**src/rcp_pkg.sv**
```systemverilog
// package: constants, register map and carriers for the ranging command parameter block
// Behaviour
// - pin zero function is bits 3:0 of pin function byte; code 0 is input.
// - code 1, low level aborts and blocks measuring; rising back starts anew.
// - code 2, high level aborts and blocks measuring; falling back starts anew.
// - code 3 drives the pin as emitter pulse indicator, timed by lead byte.
// - code 4 drives low, the startup state; code 5 drives high.
// - pin one function is bits 7:4, same codes as pin zero.
// - lead byte only matters when some pin is in indicator mode.
// - lead 0 no signal, 1 rises 0 us before, each step adds 100 us.
// - indicator falls exactly when the emitter starts emitting.
// - threshold is bits 5:0, default 0; bit 7 written as zero.
// - threshold byte bit 6 enables spread spectrum mode.
// - repeat byte is period in ms; 0 means one single measurement.
// - period shorter than ranging time means repeat as fast as possible.
// - iteration low byte counts in units of 1 k iterations.
// - iteration high byte counts in units of 256 k iterations.
// - each finished measurement raises the interrupt only if enabled.
// - each finished measurement advances the transaction counter.
package rcp_pkg;

  // register byte addresses
  localparam logic [7:0] ADDR_COMMAND    = 8'h10;
  localparam logic [7:0] ADDR_ITER_HIGH  = 8'h14;
  localparam logic [7:0] ADDR_ITER_LOW   = 8'h18;
  localparam logic [7:0] ADDR_REPEAT     = 8'h1C;
  localparam logic [7:0] ADDR_THRESHOLD  = 8'h20;
  localparam logic [7:0] ADDR_PULSE_LEAD = 8'h24;
  localparam logic [7:0] ADDR_PIN_FUNC   = 8'h28;
  localparam logic [7:0] ADDR_ALG_MASK   = 8'h2C;
  localparam logic [7:0] ADDR_CONTROL    = 8'h30;
  localparam logic [7:0] ADDR_STATUS     = 8'h34;
  localparam logic [7:0] ADDR_TID        = 8'h38;

  // command value that starts a measurement sequence
  localparam logic [7:0] CMD_MEASURE     = 8'h02;

  // reset values
  localparam logic [7:0] PIN_FUNC_RESET  = 8'h44;
  localparam logic [7:0] ALG_MASK_RESET  = 8'h03;
  localparam logic [7:0] BYTE_ZERO       = 8'h00;

  // field positions
  localparam int PIN_FIELD_W  = 4;
  localparam int THR_MSB      = 5;
  localparam int SPREAD_BIT   = 6;
  localparam int HALVE_BIT    = 2;
  localparam int IRQ_EN_BIT   = 0;
  localparam int ITER_SHIFT   = 10;
  localparam int ITER_W       = 26;
  localparam int NUM_PINS     = 2;

  // pin function codes
  localparam logic [3:0] PIN_INPUT      = 4'h0;
  localparam logic [3:0] PIN_STOP_LOW   = 4'h1;
  localparam logic [3:0] PIN_STOP_HIGH  = 4'h2;
  localparam logic [3:0] PIN_PULSE      = 4'h3;
  localparam logic [3:0] PIN_DRIVE_LOW  = 4'h4;
  localparam logic [3:0] PIN_DRIVE_HIGH = 4'h5;

  // timing
  localparam int CLOCK_KHZ      = 20000;
  localparam int LEAD_STEP_US   = 100;
  localparam int LEAD_STEP_CYC  = (LEAD_STEP_US * CLOCK_KHZ) / 1000;
  localparam int PERIOD_UNIT_MS = 1;
  localparam int PERIOD_CYC     = PERIOD_UNIT_MS * CLOCK_KHZ;

  // parameter bytes as written by the host
  typedef struct packed {
    logic [7:0] alg_mask;
    logic [7:0] pin_func;
    logic [7:0] pulse_lead;
    logic [7:0] thr_spread;
    logic [7:0] repeat_period;
    logic [7:0] iter_low;
    logic [7:0] iter_high;
  } rcp_param_t;

  // settings handed to the sensor core
  typedef struct packed {
    logic [5:0]        threshold;
    logic              spread_spectrum;
    logic              emitter_clock_halve;
    logic [ITER_W-1:0] iterations;
    logic [7:0]        alg_mask;
  } rcp_core_cfg_t;

endpackage

```
**src/rcp_ranging_params.sv**
```systemverilog
// ranging command parameter block: registers, latching, sequencing, pins
`timescale 1ns/100ps
`default_nettype none
module rcp_ranging_params
  import rcp_pkg::*;
#(
  parameter int MS_CYCLES = PERIOD_CYC
)(
  // clock, reset, enable
  input  wire logic          clock,
  input  wire logic          rst_n,
  input  wire logic          ce,
  // register port
  input  wire logic [7:0]    addr,
  input  wire logic [7:0]    wdata,
  input  wire logic          wr,
  input  wire logic          rd,
  output logic      [7:0]    rdata,
  // general pins
  input  wire logic [1:0]    gpin_in,
  output logic      [1:0]    gpin_out,
  output logic      [1:0]    gpin_oe,
  // sensor core
  output rcp_pkg::rcp_core_cfg_t core_cfg,
  output logic               core_start,
  output logic               core_abort,
  input  wire logic          core_emit_req,
  output logic               core_emit_fire,
  input  wire logic          core_done,
  // completion
  output logic               irq
);

  typedef enum logic [1:0] {
    RCP_IDLE,
    RCP_RUN,
    RCP_WAIT,
    RCP_HOLD
  } rcp_state_t;

  // host-side parameter bytes and their latched copy
  rcp_param_t    param_reg, param_next;
  rcp_param_t    live_reg, live_next;
  logic [7:0]    command_reg, command_next;
  logic [7:0]    control_reg, control_next;
  logic [7:0]    rdata_reg, rdata_next;

  // sequencer state
  rcp_state_t    state_reg, state_next;
  logic [7:0]    tid_reg, tid_next;
  logic          irq_reg, irq_next;
  logic          start_reg, start_next;
  logic          abort_reg, abort_next;
  logic [7:0]    elapsed_reg, elapsed_next;
  logic [15:0]   ms_cnt_reg, ms_cnt_next;
  rcp_core_cfg_t cfg_reg, cfg_next;

  // pins
  logic [1:0]    pin_inhibit;
  logic          inhibit_any;
  logic          pulse_mode;
  logic          pulse_level;
  logic          measure_cmd;
  logic          period_met;

  assign measure_cmd = wr && addr == ADDR_COMMAND && wdata == CMD_MEASURE;

  // register writes and read data
  always_comb begin
    param_next   = param_reg;
    command_next = command_reg;
    control_next = control_reg;
    rdata_next   = BYTE_ZERO;
    if (wr) begin
      case (addr)
        ADDR_COMMAND:    command_next            = wdata;
        ADDR_ITER_HIGH:  param_next.iter_high     = wdata;
        ADDR_ITER_LOW:   param_next.iter_low      = wdata;
        ADDR_REPEAT:     param_next.repeat_period = wdata;
        ADDR_THRESHOLD:  param_next.thr_spread    = wdata;
        ADDR_PULSE_LEAD: param_next.pulse_lead    = wdata;
        ADDR_PIN_FUNC:   param_next.pin_func      = wdata;
        ADDR_ALG_MASK:   param_next.alg_mask      = wdata;
        ADDR_CONTROL:    control_next            = wdata;
        default: begin
        end
      endcase
    end
    if (rd) begin
      case (addr)
        ADDR_COMMAND:    rdata_next = command_reg;
        ADDR_ITER_HIGH:  rdata_next = param_reg.iter_high;
        ADDR_ITER_LOW:   rdata_next = param_reg.iter_low;
        ADDR_REPEAT:     rdata_next = param_reg.repeat_period;
        ADDR_THRESHOLD:  rdata_next = param_reg.thr_spread;
        ADDR_PULSE_LEAD: rdata_next = param_reg.pulse_lead;
        ADDR_PIN_FUNC:   rdata_next = param_reg.pin_func;
        ADDR_ALG_MASK:   rdata_next = param_reg.alg_mask;
        ADDR_CONTROL:    rdata_next = control_reg;
        ADDR_STATUS:     rdata_next = {4'h0, inhibit_any, 1'b0, state_reg};
        ADDR_TID:        rdata_next = tid_reg;
        // unmapped addresses read as zero
        default:         rdata_next = BYTE_ZERO;
      endcase
    end
  end

  always_ff @(posedge clock) begin
    if (!rst_n) begin
      param_reg   <= '{alg_mask: ALG_MASK_RESET, pin_func: PIN_FUNC_RESET, default: BYTE_ZERO};
      command_reg <= BYTE_ZERO;
      control_reg <= BYTE_ZERO;
      rdata_reg   <= BYTE_ZERO;
    end else if (ce) begin
      param_reg   <= param_next;
      command_reg <= command_next;
      control_reg <= control_next;
      rdata_reg   <= rdata_next;
    end
  end

  assign rdata = rdata_reg;

  // pin decode; the two pins share one lead timer since the emitter is shared
  assign pulse_mode = live_reg.pin_func[3:0] == PIN_PULSE
                   || live_reg.pin_func[7:4] == PIN_PULSE;

  for (genvar p = 0; p < NUM_PINS; p++) begin : g_pin
    rcp_pin_ctrl u_pin (
      .func        (live_reg.pin_func[p*PIN_FIELD_W +: PIN_FIELD_W]),
      .pulse_level (pulse_level),
      .pin_in      (gpin_in[p]),
      .pin_out     (gpin_out[p]),
      .pin_oe      (gpin_oe[p]),
      .inhibit     (pin_inhibit[p])
    );
  end

  assign inhibit_any = |pin_inhibit;

  rcp_lead_timer u_lead (
    .clock    (clock),
    .rst_n    (rst_n),
    .ce       (ce),
    .enable   (pulse_mode),
    .lead     (live_reg.pulse_lead),
    .emit_req (core_emit_req),
    .level    (pulse_level),
    .fire     (core_emit_fire)
  );

  // best effort: if the period already ran out during ranging, restart at once
  assign period_met = elapsed_reg >= live_reg.repeat_period;

  // measurement sequencer
  always_comb begin
    live_next    = live_reg;
    cfg_next     = cfg_reg;
    state_next   = state_reg;
    tid_next     = tid_reg;
    irq_next     = 1'b0;
    start_next   = 1'b0;
    abort_next   = 1'b0;
    elapsed_next = elapsed_reg;
    ms_cnt_next  = ms_cnt_reg;
    if (ms_cnt_reg == 16'(MS_CYCLES - 1)) begin
      ms_cnt_next = 16'h0000;
      if (elapsed_reg != 8'hFF) begin
        elapsed_next = elapsed_reg + 8'h01;
      end
    end else begin
      ms_cnt_next = ms_cnt_reg + 16'h0001;
    end
    if (core_done && state_reg == RCP_RUN) begin
      tid_next = tid_reg + 8'h01;
      irq_next = control_reg[IRQ_EN_BIT];
    end
    if (measure_cmd) begin
      live_next = param_reg;
      cfg_next.threshold           = param_reg.thr_spread[THR_MSB:0];
      cfg_next.spread_spectrum     = param_reg.thr_spread[SPREAD_BIT];
      cfg_next.emitter_clock_halve = param_reg.alg_mask[HALVE_BIT];
      cfg_next.alg_mask            = param_reg.alg_mask;
      cfg_next.iterations = {param_reg.iter_high, param_reg.iter_low, 10'h000};
      abort_next   = state_reg == RCP_RUN;
      state_next   = RCP_RUN;
      start_next   = 1'b1;
      elapsed_next = BYTE_ZERO;
      ms_cnt_next  = 16'h0000;
    end else begin
      case (state_reg)
        RCP_IDLE: begin
        end
        RCP_RUN: begin
          if (inhibit_any) begin
            state_next = RCP_HOLD;
            abort_next = 1'b1;
          end else if (core_done) begin
            if (live_reg.repeat_period == BYTE_ZERO) begin
              state_next = RCP_IDLE;
            end else if (period_met) begin
              start_next   = 1'b1;
              elapsed_next = BYTE_ZERO;
              ms_cnt_next  = 16'h0000;
            end else begin
              state_next = RCP_WAIT;
            end
          end
        end
        RCP_WAIT: begin
          if (inhibit_any) begin
            state_next = RCP_HOLD;
          end else if (period_met) begin
            state_next   = RCP_RUN;
            start_next   = 1'b1;
            elapsed_next = BYTE_ZERO;
            ms_cnt_next  = 16'h0000;
          end
        end
        RCP_HOLD: begin
          if (!inhibit_any) begin
            state_next   = RCP_RUN;
            start_next   = 1'b1;
            elapsed_next = BYTE_ZERO;
            ms_cnt_next  = 16'h0000;
          end
        end
        default: begin
          state_next = RCP_IDLE;
        end
      endcase
    end
  end

  always_ff @(posedge clock) begin
    if (!rst_n) begin
      live_reg    <= '{alg_mask: ALG_MASK_RESET, pin_func: PIN_FUNC_RESET, default: BYTE_ZERO};
      cfg_reg     <= '0;
      state_reg   <= RCP_IDLE;
      tid_reg     <= BYTE_ZERO;
      irq_reg     <= 1'b0;
      start_reg   <= 1'b0;
      abort_reg   <= 1'b0;
      elapsed_reg <= BYTE_ZERO;
      ms_cnt_reg  <= 16'h0000;
    end else if (ce) begin
      live_reg    <= live_next;
      cfg_reg     <= cfg_next;
      state_reg   <= state_next;
      tid_reg     <= tid_next;
      irq_reg     <= irq_next;
      start_reg   <= start_next;
      abort_reg   <= abort_next;
      elapsed_reg <= elapsed_next;
      ms_cnt_reg  <= ms_cnt_next;
    end
  end

  assign core_cfg   = cfg_reg;
  assign core_start = start_reg;
  assign core_abort = abort_reg;
  assign irq        = irq_reg;

  // checks
  a_tid_on_done: assert property (@(posedge clock) disable iff (!rst_n)
    ce && core_done && state_reg == RCP_RUN && !measure_cmd |=> tid_reg == $past(tid_reg) + 8'h01)
    else $error("transaction counter did not advance on completion");

  a_irq_enabled: assert property (@(posedge clock) disable iff (!rst_n)
    ce && core_done && state_reg == RCP_RUN && control_reg[IRQ_EN_BIT] |=> irq)
    else $error("interrupt missing on enabled completion");

  a_irq_masked: assert property (@(posedge clock) disable iff (!rst_n)
    irq |-> $past(core_done) && $past(control_reg[IRQ_EN_BIT]))
    else $error("interrupt without enabled completion");

  a_latch_params: assert property (@(posedge clock) disable iff (!rst_n)
    ce && measure_cmd |=> live_reg == $past(param_reg)
      && core_cfg.iterations == {$past(param_reg.iter_high), $past(param_reg.iter_low), 10'h000})
    else $error("parameters not latched on measure command");

  a_single_shot: assert property (@(posedge clock) disable iff (!rst_n)
    ce && state_reg == RCP_RUN && core_done && !inhibit_any && !measure_cmd
      && live_reg.repeat_period == BYTE_ZERO |=> state_reg == RCP_IDLE && !core_start)
    else $error("single measurement did not stop");

  a_best_effort: assert property (@(posedge clock) disable iff (!rst_n)
    ce && state_reg == RCP_RUN && core_done && !inhibit_any && !measure_cmd
      && live_reg.repeat_period != BYTE_ZERO && period_met |=> core_start)
    else $error("overdue repeat not restarted at once");

  a_inhibit_abort: assert property (@(posedge clock) disable iff (!rst_n)
    ce && state_reg == RCP_RUN && inhibit_any && !measure_cmd
      |=> core_abort && state_reg == RCP_HOLD)
    else $error("stop pin did not abort the measurement");

  a_release_start: assert property (@(posedge clock) disable iff (!rst_n)
    ce && state_reg == RCP_HOLD && !inhibit_any && !measure_cmd
      |=> core_start && state_reg == RCP_RUN)
    else $error("stop pin release did not restart");

  a_pin_drive: assert property (@(posedge clock) disable iff (!rst_n)
    live_reg.pin_func[3:0] == PIN_DRIVE_LOW |-> gpin_oe[0] && !gpin_out[0])
    else $error("pin zero not driven low");

  a_fall_fire: assert property (@(posedge clock) disable iff (!rst_n)
    $rose(core_emit_fire) && $past(pulse_level) |-> !pulse_level)
    else $error("indicator still high when emitter fires");

  a_lead_one: assert property (@(posedge clock) disable iff (!rst_n)
    ce && pulse_mode && core_emit_req && !pulse_level && !core_emit_fire
      && live_reg.pulse_lead == 8'h01 |=> pulse_level ##1 core_emit_fire)
    else $error("lead of one did not fire after one cycle");

endmodule // rcp_ranging_params
`default_nettype wire

```
**src/rcp_pin_ctrl.sv**
```systemverilog
// one general pin: function decode, drive and stop detection
`timescale 1ns/100ps
`default_nettype none
module rcp_pin_ctrl
  import rcp_pkg::*;
(
  // function and sources
  input  wire logic [3:0] func,
  input  wire logic       pulse_level,
  // pin signals
  input  wire logic       pin_in,
  output logic            pin_out,
  output logic            pin_oe,
  // stop request towards the sequencer
  output logic            inhibit
);

  always_comb begin
    pin_out = 1'b0;
    pin_oe  = 1'b0;
    inhibit = 1'b0;
    case (func)
      PIN_INPUT: begin
        pin_oe = 1'b0;
      end
      PIN_STOP_LOW: begin
        inhibit = !pin_in;
      end
      PIN_STOP_HIGH: begin
        inhibit = pin_in;
      end
      PIN_PULSE: begin
        pin_oe  = 1'b1;
        pin_out = pulse_level;
      end
      PIN_DRIVE_LOW: begin
        pin_oe  = 1'b1;
        pin_out = 1'b0;
      end
      PIN_DRIVE_HIGH: begin
        pin_oe  = 1'b1;
        pin_out = 1'b1;
      end
      // reserved codes leave the pin floating as an input
      default: begin
        pin_oe = 1'b0;
      end
    endcase
  end

endmodule // rcp_pin_ctrl
`default_nettype wire

```
**src/rcp_lead_timer.sv**
```systemverilog
// emitter pulse indicator: raises the pin ahead of the emitter and releases it
`timescale 1ns/100ps
`default_nettype none
module rcp_lead_timer
  import rcp_pkg::*;
(
  // clock and reset
  input  wire logic       clock,
  input  wire logic       rst_n,
  input  wire logic       ce,
  // control
  input  wire logic       enable,
  input  wire logic [7:0] lead,
  input  wire logic       emit_req,
  // results
  output logic            level,
  output logic            fire
);

  logic [7:0]  steps_reg, steps_next;
  logic [11:0] cyc_reg, cyc_next;
  logic        busy_reg, busy_next;
  logic        level_reg, level_next;
  logic        fire_reg, fire_next;

  always_comb begin
    steps_next = steps_reg;
    cyc_next   = cyc_reg;
    busy_next  = busy_reg;
    level_next = level_reg;
    fire_next  = 1'b0;
    if (!busy_reg && emit_req) begin
      if (!enable || lead == BYTE_ZERO) begin
        fire_next = 1'b1;
      end else begin
        busy_next  = 1'b1;
        level_next = 1'b1;
        steps_next = lead - 8'h01;
        cyc_next   = 12'h000;
      end
    end else if (busy_reg) begin
      if (steps_reg == BYTE_ZERO) begin
        busy_next  = 1'b0;
        level_next = 1'b0;
        fire_next  = 1'b1;
      end else if (cyc_reg == 12'(LEAD_STEP_CYC - 1)) begin
        cyc_next   = 12'h000;
        steps_next = steps_reg - 8'h01;
      end else begin
        cyc_next = cyc_reg + 12'h001;
      end
    end
  end

  always_ff @(posedge clock) begin
    if (!rst_n) begin
      steps_reg <= 8'h00;
      cyc_reg   <= 12'h000;
      busy_reg  <= 1'b0;
      level_reg <= 1'b0;
      fire_reg  <= 1'b0;
    end else if (ce) begin
      steps_reg <= steps_next;
      cyc_reg   <= cyc_next;
      busy_reg  <= busy_next;
      level_reg <= level_next;
      fire_reg  <= fire_next;
    end
  end

  assign level = level_reg;
  assign fire  = fire_reg;

endmodule // rcp_lead_timer
`default_nettype wire

```
**config.mk**
```make
export PLATFORM = sky130hd
export DESIGN_NAME = rcp_ranging_params
export DESIGN_NICKNAME = d
export VERILOG_FILES = /design/src/rcp_pkg.sv /design/src/rcp_ranging_params.sv /design/src/rcp_pin_ctrl.sv /design/src/rcp_lead_timer.sv
export SDC_FILE = /design/constraint.sdc
export NUM_CORES = 1
export LEC_CHECK = 0
export ABC_CLOCK_PERIOD_IN_PS = 2150
export BUFFER_PORTS_ARGS = -buffer_cell sky130_fd_sc_hd__buf_2
export CAP_MARGIN = 20
export CORE_AREA = 2 2 150 152
export CTS_CLUSTER_DIAMETER = 100
export DETAILED_ROUTE_END_ITERATION = 10
export DIE_AREA = 0 0 152 154
export SKIP_CTS_REPAIR_TIMING = 1
export SLEW_MARGIN = 10
export SYNTH_ARGS = -nofsm -noshare
export SYNTH_HDL_FRONTEND = slang
export SYNTH_HIERARCHICAL = 1
export SYNTH_SLANG_ARGS = --single-unit
```
**constraint.sdc**
```tcl
create_clock -name clock -period 2.15 [get_ports clock]
set_input_delay 0.215 -clock clock [delete_from_list [all_inputs] [get_ports clock]]
set_output_delay 0.215 -clock clock [all_outputs]
set_load 0.05 [all_outputs]
```
==> key figures <==
Timing
  – Worst clock skew: 0.0156 ns
  – Worst-margin pin slew: 0.731 ns
  – Crit share post-route: 1.05
  – Final setup vio count: 15
  – Setup ws final: -0.105 ns
  – Rel. slew slack: 0.511
  – RSZ-0062 raised after global routing: yes
  – Fin. max-slew vios: 0
  – Fmax: 0.443 GHz
  – Hold Fails Final Rpt: 0
  – Crit path time final: approximately 2.3 ns
  – Setup TNS: -0.696 ns

Routing
  – Vias per cell: ~5.5
  – # DRC: 0
  – DRT Pass-1 Iters: 5
  – Vias: 8628
  – Total Routed Length: roughly 27000 um
  – DRT iter0 DRCs: ~560
  – Antenna-violating nets left: 0
  – DR WL/cell: around 17 um

Cells and area
  – Synth-to-layout area growth: 23.1%
  – Number of flip-flops in the largest register: between 50 and 60
  – Design area: 0.0119 mm2
  – N_diodes: 0
  – Most frequent cells in the layout: nand2_1, dfxtp_1, buf_4
  – Final net count: ~1.3k
  – Layout cell share with drive strength beyond 1: 0.230
  – Most common cell after layout, fill and taps aside: nand2_1

Synth
  – Seq/Total Area, Yosys: 0.403
  – Async SR Flop Fraction: 0
  – Post-synth EDFFs: 0
  – Dominant synthesized flop cell: dfxtp_1
  – Synth cell types: 78
  – YS warnings: 6
  – Avg Cell Area, Syn: roughly 8.5 um2
  – Register bit total from synthesis: ~200
  – Gate Count Post-Synth: 1134
  – Mapped Area: between 0.009 and 0.01 mm2

GRT
  – Tot GR Track Use: 0.231
  – First-pass GRT wire length: approximately 44000 um
  – Initial antenna violation count: 0
  – Total global routing overflow: 0
  – Vias in the first global route: 8134
  – Largest net degree at the start of global routing: between 100 and 150

Clocking
  – Total CTS buffers: 17
  – Insertion delay to the later sink of the worst-skew pair: about 0.44 ns
  – Clk sinks: around 200
  – Clock root cell: clkbuf_16
  – Clock Path Buffers: 2
  – Clk slew on worst S/H paths: 0.08 ns
  – H-tree depth: 4
  – CTS tree: yes

Floorplanning
  – Top-level port count: 83
  – Core Rows: 54
  – Initial core utilization: 0.446
  – Die Y: 154 um
  – Die ar.: about 0.023 mm2
  – Die width: 152 um
  – Core ar.: 0.0217 mm2

Critical path
  – Critical path class: flop to flop
  – CP startpoint kind: flop
  – Worst EP required: 2.54 ns
  – Reg-to-reg startpoint: live_reg[41]
  – Worst Path Arrival: about 2.6 ns
  – R2R Path End: ms_cnt_reg[6]
  – Reg2reg setup slack: -0.11 ns
  – Depth of the worst register-to-register path: 8
  – Worst setup EP type: flop
  – Largest fanout on the critical path: 10

Worst hold path
  – Hold/Removal Path Class: input port to flop
  – WHS Path Cells: 3
  – HP Start: ce
  – Hold EP: core_abort

Power and ir drop
  – Power density over the cells: 624 mW/mm2
  – P_leak: 0.00451 uW
  – Worst vdd ir: ~0.44 mV

Placed design
  – Cell area after placement: roughly 0.011 mm2
  – Worst slack, placed: -0.312 ns
  – Buffers added on ports: between 70 and 80
  – Final HPWL DP: roughly 19000 um
  – Placer Congestion: 0.961

Outcome
  – Status: finished with violations
  – Failing checks: negative setup slack

Run
  – # Max-Cap Violations: 0
[through the flow]
| step | instances | utilization | hold WS [ns] | total power (uW) |
|---|---|---|---|---|
| floorplan | 1143 | - | 0.341 | 3980 |
| global placement | 1537 | 0.508 | 0.435 | 4130 |
| detailed placement | 1537 | 0.508 | 0.439 | 4130 |
| CTS | 1569 | 0.537 | 0.166 | 7470 |
| global route | 1575 | 0.549 | 0.176 | 7660 |
| finish | 1575 | 0.549 | 0.184 | 7440 |
[worst max-delay path, stage by stage (launching register included)]
cell and delay (ns):
dfxtp_1 0.34, or3b_4 0.41, a211oi_4 0.32, nor2_4 0.10, a31oi_4 0.22, nand4_2 0.13
or2_4 0.31, nor4_2 0.26, a21o_1 0.10
[power by group]
part | switching, uW | leakage (uW) | internal, uW
clock network | 1670 | 0.000307 | 1700
registers | 4.96 | 0.00157 | 3610
logic | 288 | 0.00263 | 163
total | 1960 | 0.00451 | 5480
[worst max path at each step]
stage / from / end / slack, ns / cells after the start
finish: live_reg[41] / ms_cnt_reg[6] / -0.11 / 8
global route: live_reg[41] / elapsed_reg[6] / -0.24 / 11
CTS: live_reg[44] / ms_cnt_reg[13] / -0.34 / 9
detailed placement: live_reg[44] / ms_cnt_reg[13] / -0.31 / 9
global placement: addr[4] / ms_cnt_reg[5] / -0.26 / 10
floorplan: addr[4] / live_reg[42] / -0.03 / 10
[Yosys cell counts (13+ instances only)]
cell,number,area (um2)
and2_1,13,81.3
a21boi_0,32,240
a31oi_1,13,81.3
nor2_1,47,176
a21boi_1,48,360
mux2i_1,66,661
dfxtp_1,195,3900
and3_1,19,119
a22oi_1,15,113
clkbuf_1,45,169
nand2_1,213,800
a21oi_1,34,170
ha_1,13,163
inv_1,20,75.1
xor2_1,13,114
o21ai_0,56,280
nand3_1,27,135
nor2b_1,54,338
[logic make-up after synthesis]
group	Yosys count	synth area share
buffers and inverters	100	0.0524
and+or+nand+nor	467	0.240
muxes	75	0.0834
xor gates and xnor gates	22	0.0199
AOI/OAI and AO/OA	261	0.183
DFF	195	0.403
other	1	0.000388
adders and majority gates	13	0.0168
[per-layer routing]
layer	vias to the layer above	wire, um	global-route usage	part of all wire
met1	4105	12700	0.309	0.47
met3	57	1050	0.0411	0.039
met4	0	883	0.0872	0.032
met2	206	12500	0.375	0.46
met5	-	0	0	0
li1	4260	-	-	-
[layout make-up]
type,instances,area (um2)
tap,280,350
clock buffer,17,425
fill,2007,9770
timing repair buffer,199,1440
sequential,195,3910
multi-input combinational,848,5500
inverter,21,78.8
clock inverter,15,211
(Power assumes the default switching activity.)
